<file path="config.mk">
export PLATFORM = sky130hd
export DESIGN_NAME = cas_call_signaling
export DESIGN_NICKNAME = d
export VERILOG_FILES = /design/src/cas_pkg.sv /design/src/cas_call_signaling.sv
export SDC_FILE = /design/constraint.sdc
export NUM_CORES = 1
export LEC_CHECK = 0
export ABC_AREA = 1
export BUFFER_PORTS_ARGS = -buffer_cell sky130_fd_sc_hd__buf_2
export CAP_MARGIN = 25
export CELL_PAD_IN_SITES_DETAIL_PLACEMENT = 0
export CELL_PAD_IN_SITES_GLOBAL_PLACEMENT = 1
export CORE_ASPECT_RATIO = 1.1
export CORE_UTILIZATION = 40
export DETAILED_ROUTE_END_ITERATION = 10
export GPL_ROUTABILITY_DRIVEN = 0
export PLACE_DENSITY = 0.84
export SLEW_MARGIN = 20
export SYNTH_ARGS = -nofsm -noshare
export SYNTH_HDL_FRONTEND = slang
export SYNTH_SLANG_ARGS = --single-unit
</file>
<file path="constraint.sdc">
create_clock -name clk -period 1.8 [get_ports clk]
set_input_delay 0.18 -clock clk [delete_from_list [all_inputs] [get_ports clk]]
set_output_delay 0.18 -clock clk [all_outputs]
set_load 0.01 [all_outputs]
</file>
<file path="src/cas_pkg.sv">
// shared constants for the per-channel signalling block
package cas_pkg;

  // register offsets on the plain register port
  localparam logic [4:0] OFS_CTRL = 5'h00;
  localparam logic [4:0] OFS_STATUS = 5'h01;
  localparam logic [4:0] OFS_DISC_MS = 5'h02;
  localparam logic [4:0] OFS_GUARD_MS = 5'h03;
  localparam logic [4:0] OFS_PAT_WR = 5'h04;
  localparam logic [4:0] OFS_ENABLES = 5'h05;
  localparam logic [4:0] OFS_PAT_BASE = 5'h10;

  // control register fields
  localparam int CTRL_SELF_CLEAR = 0;
  localparam int CTRL_SIMPLE = 1;
  localparam int CTRL_MODE_TABLE = 2;
  localparam int CTRL_D4 = 3;
  localparam int CTRL_DISC_SUP = 4;
  localparam int CTRL_ALARM_CLR = 5;
  localparam int CTRL_COND_OFFHOOK = 6;
  localparam int CTRL_BLOCK_OFFHOOK = 7;
  localparam logic [7:0] CTRL_RESET = 8'h03;

  // pattern write register fields: index, count, bits
  localparam int PW_BITS_LSB = 0;
  localparam int PW_CNT_LSB = 4;
  localparam int PW_IDX_LSB = 8;

  // optional-state enable fields and reset value
  localparam int EN_BLOCK = 0;
  localparam int EN_SEIZE_ACK = 1;
  localparam logic [1:0] EN_RESET = 2'h2;

  // timer limits in ms
  localparam logic [11:0] DISC_MAX_MS = 12'hFA0;
  localparam logic [11:0] GUARD_MAX_MS = 12'h7D0;
  localparam logic [11:0] DISC_RESET_MS = 12'h3E8;
  localparam logic [11:0] GUARD_RESET_MS = 12'h000;

  // pattern table indices
  localparam int NPAT = 14;
  localparam logic [3:0] P_IDLE_TX = 4'h0;
  localparam logic [3:0] P_IDLE_RX = 4'h1;
  localparam logic [3:0] P_BLOCK_RX = 4'h2;
  localparam logic [3:0] P_RING_ON = 4'h3;
  localparam logic [3:0] P_RING_OFF = 4'h4;
  localparam logic [3:0] P_IN_OFFHOOK = 4'h5;
  localparam logic [3:0] P_CONNECTED = 4'h6;
  localparam logic [3:0] P_DISC_TX = 4'h7;
  localparam logic [3:0] P_DISC_RX = 4'h8;
  localparam logic [3:0] P_SEIZE_RX = 4'h9;
  localparam logic [3:0] P_SEIZE_ACK = 4'hA;
  localparam logic [3:0] P_MAKE_RX = 4'hB;
  localparam logic [3:0] P_BREAK_RX = 4'hC;
  localparam logic [3:0] P_ANSWERED = 4'hD;

  // built-in default patterns, one nibble per index; make and answered differ
  // from disconnect receive and connected so that each state is recognisable
  localparam logic [55:0] DEFAULT_PATS = 56'hA5_AF5F_5F50_5F01;

  // call states
  typedef enum logic [2:0] {
    ST_IDLE = 3'b000,
    ST_GUARD = 3'b001,
    ST_RING = 3'b010,
    ST_CONN = 3'b011,
    ST_DIAL = 3'b100,
    ST_DISC = 3'b101,
    ST_WAIT_IDLE = 3'b110,
    ST_BLOCKED = 3'b111
  } call_state_e;

endpackage

</file>
<file path="src/cas_call_signaling.sv">
// per-channel channel-associated signalling engine with alarm clearing control
// Operation
// RULE1: self-clear drops alarm when condition ends
// RULE2: without self-clear, alarm held until cleared
// RULE3: line processing and yellow stop on clear
// RULE4: non-simple teardown waits for customer idle
// RULE5: simple teardown idles right after disconnect
// RULE6: mode default or table; default reloads patterns
// RULE7: two-bit entry copies AB into CD
// RULE8: other bit counts rejected, pattern kept
// RULE9: D4 framing ignores C and D bits
// RULE10: idle sends idle pattern, recognises idle
// RULE11: optional blocking state reports chosen hook
// RULE12: ringer on and off follow cadence
// RULE13: incoming offhook answers, sends connected
// RULE14: far release sends disconnect; customer ends
// RULE15: seize starts outgoing, optional acknowledge
// RULE16: dial make and break recognised
// RULE17: far answer sends answered pattern
// RULE18: disconnect held programmable ms, ignores reconnect
// RULE19: disconnect timer only far-end, supervised
// RULE20: release guard holds idle, ignores requests
// RULE21: customer waits out release guard
// RULE22: four-bit patterns, optional states enable flags
// RULE23: conditioning presents all on or off-hook
`timescale 1ns/1ps
module cas_call_signaling
  import cas_pkg::*;
#(
  parameter int CLK_HZ = 25_000_000
) (
  // clock and reset
  input wire logic clk,
  input wire logic rst_n,
  // register port
  input wire logic [4:0] regAddr,
  input wire logic [15:0] regWrData,
  input wire logic regWrite,
  input wire logic regRead,
  output logic [15:0] regRdData,
  // millisecond tick from the same clock
  input wire logic msTick,
  // customer-side abcd bits from the link, asynchronous
  input wire logic [3:0] rxAbcd,
  output logic [3:0] txAbcd,
  // host switch requests and reports, same clock
  input wire logic hostRingOn,
  input wire logic hostRingCadence,
  input wire logic hostFarAnswer,
  input wire logic hostFarRelease,
  input wire logic alarmCond,
  output logic hostOffHook,
  output logic dialBreak,
  output logic callAnswered,
  // alarm outputs
  output logic alarmActive,
  output logic yellowSend,
  output logic lineCond
);

  // elaboration check: the ms timer needs at least a kilohertz clock
  if (CLK_HZ < 1000) begin : g_clkCheck
    $error("clock too slow for ms timing");
  end

  ////////////////////////////////////////////////////////////////////
  // input synchroniser for the link bits
  // only the second stage feeds logic; the first may go metastable
  logic [3:0] rxMeta_ff; // first stage
  logic [3:0] rxSync_ff; // second stage

  always_ff @(posedge clk) begin
    if (!rst_n) begin
      rxMeta_ff <= 4'h0;
      rxSync_ff <= 4'h0;
    end else begin
      rxMeta_ff <= rxAbcd;
      rxSync_ff <= rxMeta_ff;
    end
  end

  ////////////////////////////////////////////////////////////////////
  // configuration registers
  logic [7:0] ctrl_ff; // control bits
  logic [1:0] enables_ff; // optional state enables
  logic [11:0] discMs_ff; // disconnect time
  logic [11:0] guardMs_ff; // release guard time
  logic [3:0] pats_ff [NPAT]; // pattern table
  logic patReject_ff; // last entry refused

  wire wrCtrl = regWrite && regAddr == OFS_CTRL;
  wire wrPat = regWrite && regAddr == OFS_PAT_WR;
  wire [3:0] pwIdx = regWrData[PW_IDX_LSB +: 4];
  wire [3:0] pwCnt = regWrData[PW_CNT_LSB +: 4];
  wire [3:0] pwBits = regWrData[PW_BITS_LSB +: 4];
  wire selDefault = wrCtrl && !regWrData[CTRL_MODE_TABLE];

  // control, timer and enable registers
  always_ff @(posedge clk) begin
    if (!rst_n) begin
      ctrl_ff <= CTRL_RESET;
      enables_ff <= EN_RESET;
      discMs_ff <= DISC_RESET_MS;
      guardMs_ff <= GUARD_RESET_MS;
    end else begin
      if (wrCtrl) ctrl_ff <= regWrData[7:0] & ~(8'h01 << CTRL_ALARM_CLR);
      // timer values clamp at their maxima
      if (regWrite && regAddr == OFS_DISC_MS) begin
        discMs_ff <= (regWrData[11:0] > DISC_MAX_MS) ? DISC_MAX_MS : regWrData[11:0]; // [RULE18]
      end
      if (regWrite && regAddr == OFS_GUARD_MS) begin
        guardMs_ff <= (regWrData[11:0] > GUARD_MAX_MS) ? GUARD_MAX_MS : regWrData[11:0]; // [RULE20]
      end
      if (regWrite && regAddr == OFS_ENABLES) enables_ff <= regWrData[1:0]; // [RULE22]
    end
  end

  // pattern table: defaults on reset or a control write with the table mode bit clear, entries in table mode
  always_ff @(posedge clk) begin
    if (!rst_n || selDefault) begin
      for (int i = 0; i < NPAT; i++) pats_ff[i] <= DEFAULT_PATS[4*i +: 4]; // [RULE6]
      patReject_ff <= 1'b0;
    end else if (wrPat && ctrl_ff[CTRL_MODE_TABLE] && int'(pwIdx) < NPAT) begin
      if (pwCnt == 4'h2) begin
        pats_ff[pwIdx] <= {pwBits[3:2], pwBits[3:2]}; // [RULE7]
        patReject_ff <= 1'b0;
      end else if (pwCnt == 4'h4) begin
        pats_ff[pwIdx] <= pwBits; // [RULE22]
        patReject_ff <= 1'b0;
      end else begin
        patReject_ff <= 1'b1; // [RULE8]
      end
    end
  end

  ////////////////////////////////////////////////////////////////////
  // pattern match, D4 compares A and B only
  function automatic logic patMatch(input logic [3:0] rx, input logic [3:0] pat,
                                    input logic d4);
    patMatch = d4 ? (rx[3:2] == pat[3:2]) : (rx == pat); // [RULE9]
  endfunction

  wire d4 = ctrl_ff[CTRL_D4];
  wire rxIdle = patMatch(rxSync_ff, pats_ff[P_IDLE_RX], d4);
  wire rxBlock = enables_ff[EN_BLOCK] && patMatch(rxSync_ff, pats_ff[P_BLOCK_RX], d4);
  wire rxInOff = patMatch(rxSync_ff, pats_ff[P_IN_OFFHOOK], d4);
  wire rxDisc = patMatch(rxSync_ff, pats_ff[P_DISC_RX], d4);
  wire rxSeize = patMatch(rxSync_ff, pats_ff[P_SEIZE_RX], d4);
  wire rxMake = patMatch(rxSync_ff, pats_ff[P_MAKE_RX], d4);
  wire rxBreak = patMatch(rxSync_ff, pats_ff[P_BREAK_RX], d4);

  ////////////////////////////////////////////////////////////////////
  // alarm indication and line conditioning
  always_ff @(posedge clk) begin
    if (!rst_n) begin
      alarmActive <= 1'b0;
      lineCond <= 1'b0;
      yellowSend <= 1'b0;
    end else begin
      lineCond <= alarmCond; // [RULE3]
      yellowSend <= alarmCond; // [RULE3]
      if (alarmCond) alarmActive <= 1'b1;
      else if (ctrl_ff[CTRL_SELF_CLEAR]) alarmActive <= 1'b0; // [RULE1]
      else if (wrCtrl && regWrData[CTRL_ALARM_CLR]) alarmActive <= 1'b0; // [RULE2]
    end
  end

  ////////////////////////////////////////////////////////////////////
  // call state machine
  call_state_e state_ff, nxt_state;
  logic [11:0] msCnt_ff; // timer in ms
  logic outgoing_ff; // call was started by the customer
  logic [11:0] nxt_msCnt;
  logic nxt_outgoing;

  always_comb begin
    nxt_state = state_ff;
    nxt_msCnt = msCnt_ff;
    nxt_outgoing = outgoing_ff;
    unique case (state_ff)
      ST_IDLE: begin
        if (rxBlock) begin
          nxt_state = ST_BLOCKED; // [RULE11]
        end else if (hostRingOn) begin
          nxt_state = ST_RING;
          nxt_outgoing = 1'b0;
        end else if (rxSeize) begin
          nxt_state = ST_DIAL; // [RULE15]
          nxt_outgoing = 1'b1;
        end
      end
      ST_GUARD: begin
        // requests ignored until guard expires
        if (msCnt_ff == 12'h000) nxt_state = ST_IDLE; // [RULE20]
        else if (msTick) nxt_msCnt = msCnt_ff - 12'h001;
      end
      ST_BLOCKED: begin
        if (!rxBlock) nxt_state = ST_IDLE;
      end
      ST_RING: begin
        if (rxInOff) nxt_state = ST_CONN; // [RULE13]
        else if (!hostRingOn) nxt_state = ST_IDLE;
      end
      ST_DIAL: begin
        if (hostFarAnswer) nxt_state = ST_CONN; // [RULE17]
        else if (rxIdle || rxDisc) begin
          nxt_state = ST_GUARD;
          nxt_msCnt = guardMs_ff;
        end
      end
      ST_CONN: begin
        if (hostFarRelease) begin
          nxt_state = ST_DISC; // [RULE14]
          nxt_msCnt = ctrl_ff[CTRL_DISC_SUP] ? discMs_ff : 12'h000; // [RULE19]
        end else if (rxDisc) begin
          nxt_state = ST_GUARD; // [RULE14]
          nxt_msCnt = guardMs_ff;
        end
      end
      ST_DISC: begin
        // reconnect from the customer is ignored here
        if (msCnt_ff == 12'h000) begin
          if (ctrl_ff[CTRL_SIMPLE]) begin
            nxt_state = ST_GUARD; // [RULE5]
            nxt_msCnt = guardMs_ff;
          end else begin
            nxt_state = ST_WAIT_IDLE; // [RULE4]
          end
        end else if (msTick) begin
          nxt_msCnt = msCnt_ff - 12'h001; // [RULE18]
        end
      end
      ST_WAIT_IDLE: begin
        if (rxIdle) begin
          nxt_state = ST_GUARD; // [RULE4]
          nxt_msCnt = guardMs_ff;
        end
      end
      default: nxt_state = ST_IDLE;
    endcase
  end

  // state registers
  always_ff @(posedge clk) begin
    if (!rst_n) begin
      state_ff <= ST_IDLE;
      msCnt_ff <= 12'h000;
      outgoing_ff <= 1'b0;
    end else begin
      state_ff <= nxt_state;
      msCnt_ff <= nxt_msCnt;
      outgoing_ff <= nxt_outgoing;
    end
  end

  ////////////////////////////////////////////////////////////////////
  // transmit pattern selection
  // d4 has no c and d bits, so those are sent as zeros
  logic [3:0] nxt_tx;
  always_comb begin
    nxt_tx = pats_ff[P_IDLE_TX]; // [RULE10]
    unique case (state_ff)
      ST_RING: nxt_tx = hostRingCadence ? pats_ff[P_RING_ON] : pats_ff[P_RING_OFF]; // [RULE12]
      ST_CONN: nxt_tx = outgoing_ff ? pats_ff[P_ANSWERED] : pats_ff[P_CONNECTED]; // [RULE13]
      ST_DIAL: begin
        if (enables_ff[EN_SEIZE_ACK]) nxt_tx = pats_ff[P_SEIZE_ACK]; // [RULE15]
      end
      ST_DISC, ST_WAIT_IDLE: nxt_tx = pats_ff[P_DISC_TX]; // [RULE14]
      default: nxt_tx = pats_ff[P_IDLE_TX];
    endcase
    if (d4) nxt_tx[1:0] = 2'b00; // [RULE9]
  end

  // host-facing hook report and line outputs
  always_ff @(posedge clk) begin
    if (!rst_n) begin
      txAbcd <= 4'h0;
      hostOffHook <= 1'b0;
      dialBreak <= 1'b0;
      callAnswered <= 1'b0;
    end else begin
      txAbcd <= nxt_tx;
      dialBreak <= (state_ff == ST_DIAL) && rxBreak && !rxMake; // [RULE16]
      callAnswered <= (state_ff == ST_CONN);
      if (lineCond) hostOffHook <= ctrl_ff[CTRL_COND_OFFHOOK]; // [RULE23]
      else if (state_ff == ST_BLOCKED) hostOffHook <= ctrl_ff[CTRL_BLOCK_OFFHOOK]; // [RULE11]
      else hostOffHook <= state_ff inside {ST_CONN, ST_DIAL, ST_WAIT_IDLE};
    end
  end

  ////////////////////////////////////////////////////////////////////
  // register read port, data one cycle after strobe
  always_ff @(posedge clk) begin
    if (!rst_n) begin
      regRdData <= 16'h0000;
    end else if (regRead) begin
      if (regAddr == OFS_CTRL) regRdData <= {8'h00, ctrl_ff};
      else if (regAddr == OFS_STATUS) begin
        regRdData <= {4'h0, patReject_ff, alarmActive, lineCond, outgoing_ff,
                      rxSync_ff, 1'b0, state_ff};
      end
      else if (regAddr == OFS_DISC_MS) regRdData <= {4'h0, discMs_ff};
      else if (regAddr == OFS_GUARD_MS) regRdData <= {4'h0, guardMs_ff};
      else if (regAddr == OFS_ENABLES) regRdData <= {14'h0000, enables_ff};
      else if (regAddr >= OFS_PAT_BASE && int'(regAddr - OFS_PAT_BASE) < NPAT) begin
        regRdData <= {12'h000, pats_ff[regAddr[3:0]]};
      end
      else regRdData <= 16'h0000;
    end else begin
      regRdData <= 16'h0000;
    end
  end

  ////////////////////////////////////////////////////////////////////
  // checks
  property p_selfclear;
    @(posedge clk) disable iff (!rst_n)
    (!alarmCond && ctrl_ff[CTRL_SELF_CLEAR] && alarmActive) |=> !alarmActive;
  endproperty
  a_selfclear: assert property (p_selfclear) else $error("alarm not self-cleared"); // [RULE1]

  property p_hold;
    @(posedge clk) disable iff (!rst_n)
    (alarmActive && !ctrl_ff[CTRL_SELF_CLEAR] && !alarmCond && !wrCtrl) |=> alarmActive;
  endproperty
  a_hold: assert property (p_hold) else $error("alarm dropped without clear"); // [RULE2]

  property p_yellow;
    @(posedge clk) disable iff (!rst_n)
    !alarmCond |=> !yellowSend && !lineCond;
  endproperty
  a_yellow: assert property (p_yellow) else $error("yellow kept after clear"); // [RULE3]

  property p_simple;
    @(posedge clk) disable iff (!rst_n)
    (state_ff == ST_DISC && msCnt_ff == 12'h000 && ctrl_ff[CTRL_SIMPLE]) |=> state_ff == ST_GUARD;
  endproperty
  a_simple: assert property (p_simple) else $error("simple teardown not idle"); // [RULE5]

  property p_wait;
    @(posedge clk) disable iff (!rst_n)
    (state_ff == ST_WAIT_IDLE && !rxIdle) |=> state_ff == ST_WAIT_IDLE;
  endproperty
  a_wait: assert property (p_wait) else $error("left wait before idle"); // [RULE4]

  property p_reject;
    @(posedge clk) disable iff (!rst_n)
    // an index beyond the table is ignored, not refused
    (wrPat && ctrl_ff[CTRL_MODE_TABLE] && int'(pwIdx) < NPAT && pwCnt != 4'h2
      && pwCnt != 4'h4 && !selDefault) |=> patReject_ff;
  endproperty
  a_reject: assert property (p_reject) else $error("bad count accepted"); // [RULE8]

  property p_guard;
    @(posedge clk) disable iff (!rst_n)
    (state_ff == ST_GUARD && msCnt_ff != 12'h000) |=> state_ff == ST_GUARD;
  endproperty
  a_guard: assert property (p_guard) else $error("guard left early"); // [RULE20]

  property p_disc;
    @(posedge clk) disable iff (!rst_n)
    (state_ff == ST_DISC && msCnt_ff != 12'h000) |=> state_ff == ST_DISC;
  endproperty
  a_disc: assert property (p_disc) else $error("disconnect cut short"); // [RULE18]

  property p_cond;
    @(posedge clk) disable iff (!rst_n)
    lineCond |=> hostOffHook == $past(ctrl_ff[CTRL_COND_OFFHOOK]);
  endproperty
  a_cond: assert property (p_cond) else $error("conditioning hook wrong"); // [RULE23]

endmodule

</file>
Yosys cells after proc, flatten, opt, wreduce, memory -nomap -nowiden. Memories as Yosys holds them, arrays and structs flattened. Cells that the tools add are included.

Bits in registers: 83. RAM bits: 56. Input port bits: 35. Output and inout port bits: 26. Word-level logic and storage cells: 178. Memories: 1.

Memory list: pats_ff (words 14, bits a word 4, rd ports 15, clocked after memory_dff 0, wr ports 14, RTL line cas_call_signaling.sv:88) `logic [3:0] pats_ff [NPAT];`.

$add $sub $neg: 2. Magnitude comparators: 5. Eq/ne operators: 40. Mux-type cells: 69. Bitwise gates (word level): 5. Reductions and logical operators: 35.

Operators by type and width (count): 12-bit 2-to-1 mux (15); 12-bit one-hot mux with 5 select lines (1); 3-bit 2-to-1 mux (14); 4-bit 2-to-1 mux (8); 4-bit == test (7); 1-bit 2-to-1 mux (28); 3-bit one-hot mux with 8 select lines (1); 4-bit one-hot mux with 4 select lines (1); 2-bit == test (7); 2-bit inequality test, second input constant (7); 1-bit logical AND (13); 3-bit == test, second input constant (4); 12-bit by 11-bit greater-than comparator with 1-bit output, second input constant (1); 12-bit greater-than comparator, second input constant (1); 12-bit zero test (1); 3-bit inequality test, second input constant (4); 12-bit by 1-bit subtractor with 12-bit output, second input constant (1); 5-bit by 2-bit == test with 1-bit output, second input constant (2); 5-bit by 3-bit == test with 1-bit output, second input constant (2); 8-bit 2-to-1 mux (1); 8-bit AND reduction (1); 7-bit AND reduction (1); 7-bit OR reduction (1); 3-bit by 2-bit == test with 1-bit output, second input constant (2); other kinds (23) (32).

Logic depth before layout (Yosys ltp).
Depth in word-level cells: 10. Gate-level depth with buffers: 13. Mapped depth without buffers: 13.

Least setup slack after synthesis. No wires, ideal clock.

Path kind: in2reg. Start: input port regAddr[1]. End: memory pats_ff[2][0], enable pin. Library setup time: 0.361 ns. Arrival time: 1.474 ns. Required time: 1.439 ns. Setup slack: -0.036 ns. Cell stages on the path: 10. Path buffers: 1. Cell sequence: buf_6 -> inv_4 -> nand2_4 -> nor3_1 -> nand4_1 -> nor2_1 -> nand2_2 -> nor2_2 -> nand2_2 -> o21ai_0.

RTL lines: start: declaration (RTL line cas_call_signaling.sv:36) `input wire logic [4:0] regAddr,`; end: declaration (RTL line cas_call_signaling.sv:88).

==> metrics.txt <==
status=finished, final reports clean; CORE AREA=19000 µm²; Worst Path Class, Setup=flop to flop; worst-margin pin slew=899 ps; net switching power=3.48 mW; Synth cell types=52; Site Rows=53; Critical R2R Launch=ctrl_ff[2]$_SDFFE_PN0N_; clk root buf=clkbuf_16; Skew-Pair Late Insertion Delay=430 ps; Cell Pwr Density=1010 nW/µm²; Tot GR Track Use=0.273; Final Setup Violations=0; RSZ-0062 raised after global routing=true; port bufs=52; clk buf depth=2; EDFF count, synth=64; Fmax=556 MHz; Synth Cell Area=7740 µm²; r2r endpoint=pats_ff[3][3]$_SDFFCE_PN0P_; Layout fillers=1800; Seq pwr share=0.355; clk_skew=7.49 ps; cell count after synthesis=1057; overall power after layout=10.5 mW; post-synth top area share=0.248; sequential cell area=3510 µm²; DRT Pass-1 Iters=5; Clk network pwr share=0.345; area occupied by multi-input gates=3910 µm²; H-tree Lvls=4; Period minus WS final=1800 ps; hpwl dp=20.4 mm; first-pass GRT wire length=40.4 mm; PnR worst setup slack=1.46 ps; Final #Nets=1298; die width=135 µm; vias=7779; switching portion of total power=0.331; vias in the first global route=7358; routed len/inst=17.4 µm; drt first-iter violations=616; CP bufs+invs=2; post-synthesis sequential area ratio=0.452; crit-path cells=inv_2 -> nor3_2 -> nand4_1 -> nor2_1 -> nand2_2 -> nor2_4 -> nand2_4 -> nor2_4 -> inv_2 -> nand2_4; Static Leakage=4.76 nW; synth cell count leaders=nand2_1 (336), nor2_1 (119), inv_1 (113), dfxtp_1 (79), o21ai_0 (73); synth top area cells=edfxtp_1 (25%), dfxtp_1 (20%), nand2_1 (16%); synthesized flop and latch total=143; hold worst-path end=pats_ff[15][2]$_DFFE_PP_; Final Max Slew Viols=0; CTS tree=done; Critical Path Fanout Max=4; drt drc=0; IO Count=61; Inserted Diodes=0; VDD IR max=0.000701 V; Top delay family on crit path=simple AND/OR/NAND/NOR gates; endpoint class of the critical path=flop; slowest CP cell=dfxtp_2; worst endpoint data arrival time=1940 ps; largest net degree at the start of global routing=55; layout cells sized above 1=0.279; Top FF cell, synth=dfxtp_1; Clk pin slew, worst setup/hold paths=60 ps; CP startpoint kind=flop; Max-slew headroom=0.397; Comb power frac=0.300; non-filler cells, final=1521; Internal Power=7.02 mW; post-route cell area=10400 µm²; Hold Vio Cnt, Final=0; Tcrit/Tclk final=0.999; Critical Path Max Stage Delay=330 ps; synth warn=0; DR vias/cell=5.11; cell accounting for the most synthesized area=edfxtp_1; Die Y=148 µm; hold path depth=1; placed cell count=1476; Remaining Overflow, GRT=0; Post-DRT Antenna Nets=0; most instantiated library cell after synthesis=nand2_1; worst slack, placed=-353 ps; synthesized area per cell=7.33 µm²; initial core utilization=0.407; Max-Cap Viols=0; Total Routed Length=26.5 mm; Async S/R FF share, synth=0; R2R setup slack=1 ps; min-delay src=regWrData[2]; initial antenna violation count=0; WP data required=1940 ps; die footprint=19900 µm²; Syn-to-layout area delta=34.1%; reg2reg path depth=10; post-layout util=0.546; clock sinks=143; WP depth=10; Hold Path Class=input port to flop; Placed Area=9330 µm²; CTS buffer count=17
==> kinds of logic after synthesis <==
kind of cell / Yosys count / share of synthesized area
compound gates: 167 / 0.124
xor+xnor: 25 / 0.0283
fa+ha+maj: 2 / 0.00323
buf+inv: 159 / 0.0871
flops: 143 / 0.452
other cells: 1 / 0.000484
simple gates: 560 / 0.305
==> repair_timing <==
item                                    in CTS  in global routing
resized for setup                           17                100
hold buffers                                 5                  0
buffers inserted                             0                  6
hold endpoints to repair                     6                  0
cloned                                       0                  2
endpoints found under the setup margin      71                129
pin swaps                                    0                 38
==> registers in the layout, indices dropped and copies added, names as in the netlist, 2 cells and up <==
register,flops
msCnt_ff,12
txAbcd,4
pats_ff,64
rxMeta_ff,4
ctrl_ff,7
regRdData,12
enables_ff,2
state_ff,3
guardMs_ff,12
discMs_ff,12
rxSync_ff,4
==> stage by stage <==
stage / TNS, ps / hold WS, ps
after floorplan: -232 / 278
final: 0 / 48.1
after detailed placement: -17660 / 365
after CTS: -357 / 33.5
after global routing: -2670 / 38.4
after global placement: -14960 / 363
==> power by group through the flow <==
stage / clock network (mW) / logic, mW / registers (mW)
6_report: 3.62 / 3.14 / 3.73
5_1_grt: 3.78 / 3.49 / 3.75
4_1_cts: 3.65 / 2.77 / 3.72
3_5_place_dp: 0 / 2.72 / 3.79
3_3_place_gp: 0 / 2.71 / 3.79
2_1_floorplan: 0 / 1.64 / 3.78
==> layout by cell type, fill, tap and decap left out, types with 4 or more instances in the layout <==
cell	n
dfxtp_1	70
buf_6	5
buf_2	53
xor2_1	12
nand2_2	26
a22oi_1	8
nand3_1	44
buf_4	139
dlygate4sd3_1	5
nand2_1	310
inv_4	6
o21ai_0	62
nor2_4	11
conb_1	12
o211ai_1	12
inv_1	106
nor2_1	98
a21oi_1	46
nand2_4	8
dfxtp_2	9
o21ai_1	7
inv_6	5
inv_2	11
xnor2_1	11
a21oi_2	4
buf_12	7
a31oi_1	8
o21ai_2	6
clkbuf_16	20
nand3_2	5
nand4_1	16
nor3_1	8
edfxtp_1	64
nor2_2	17
==> worst max-delay path by stage <==
stage / from / end / slack, ps
after floorplan: regAddr[1] / pats_ff[10][0]$_SDFFCE_PN1P_ / -30
after global placement: regAddr[0] / discMs_ff[5]$_SDFFE_PN1P_ / -390
after detailed placement: regAddr[0] / discMs_ff[5]$_SDFFE_PN1P_ / -350
after CTS: ctrl_ff[2]$_SDFFE_PN0N_ / pats_ff[7][0]$_SDFFCE_PN1P_ / -20
after global routing: ctrl_ff[2]$_SDFFE_PN0N_ / pats_ff[10][1]$_SDFFCE_PN1P_ / -110
final: ctrl_ff[2]$_SDFFE_PN0N_ / pats_ff[3][3]$_SDFFCE_PN0P_ / 1
==> area by class of cell <==
type                            instances  area share
Clock buffer                           20      0.0461
Clock inverter                         12      0.0114
Inverter                              123      0.0458
Multi-Input combinational cell        766       0.376
Sequential cell                       143       0.338
Tap cell                              247      0.0297
Timing Repair Buffer                  210       0.152
==> metal layers <==
layer,part of all wire,global-route usage,vias up
met5,0,0,-
met4,0.038,0.144,0
met3,0.070,0.0470,52
met2,0.47,0.436,324
met1,0.42,0.353,3575
li1,-,-,3828
(Power assumes the default switching activity.)
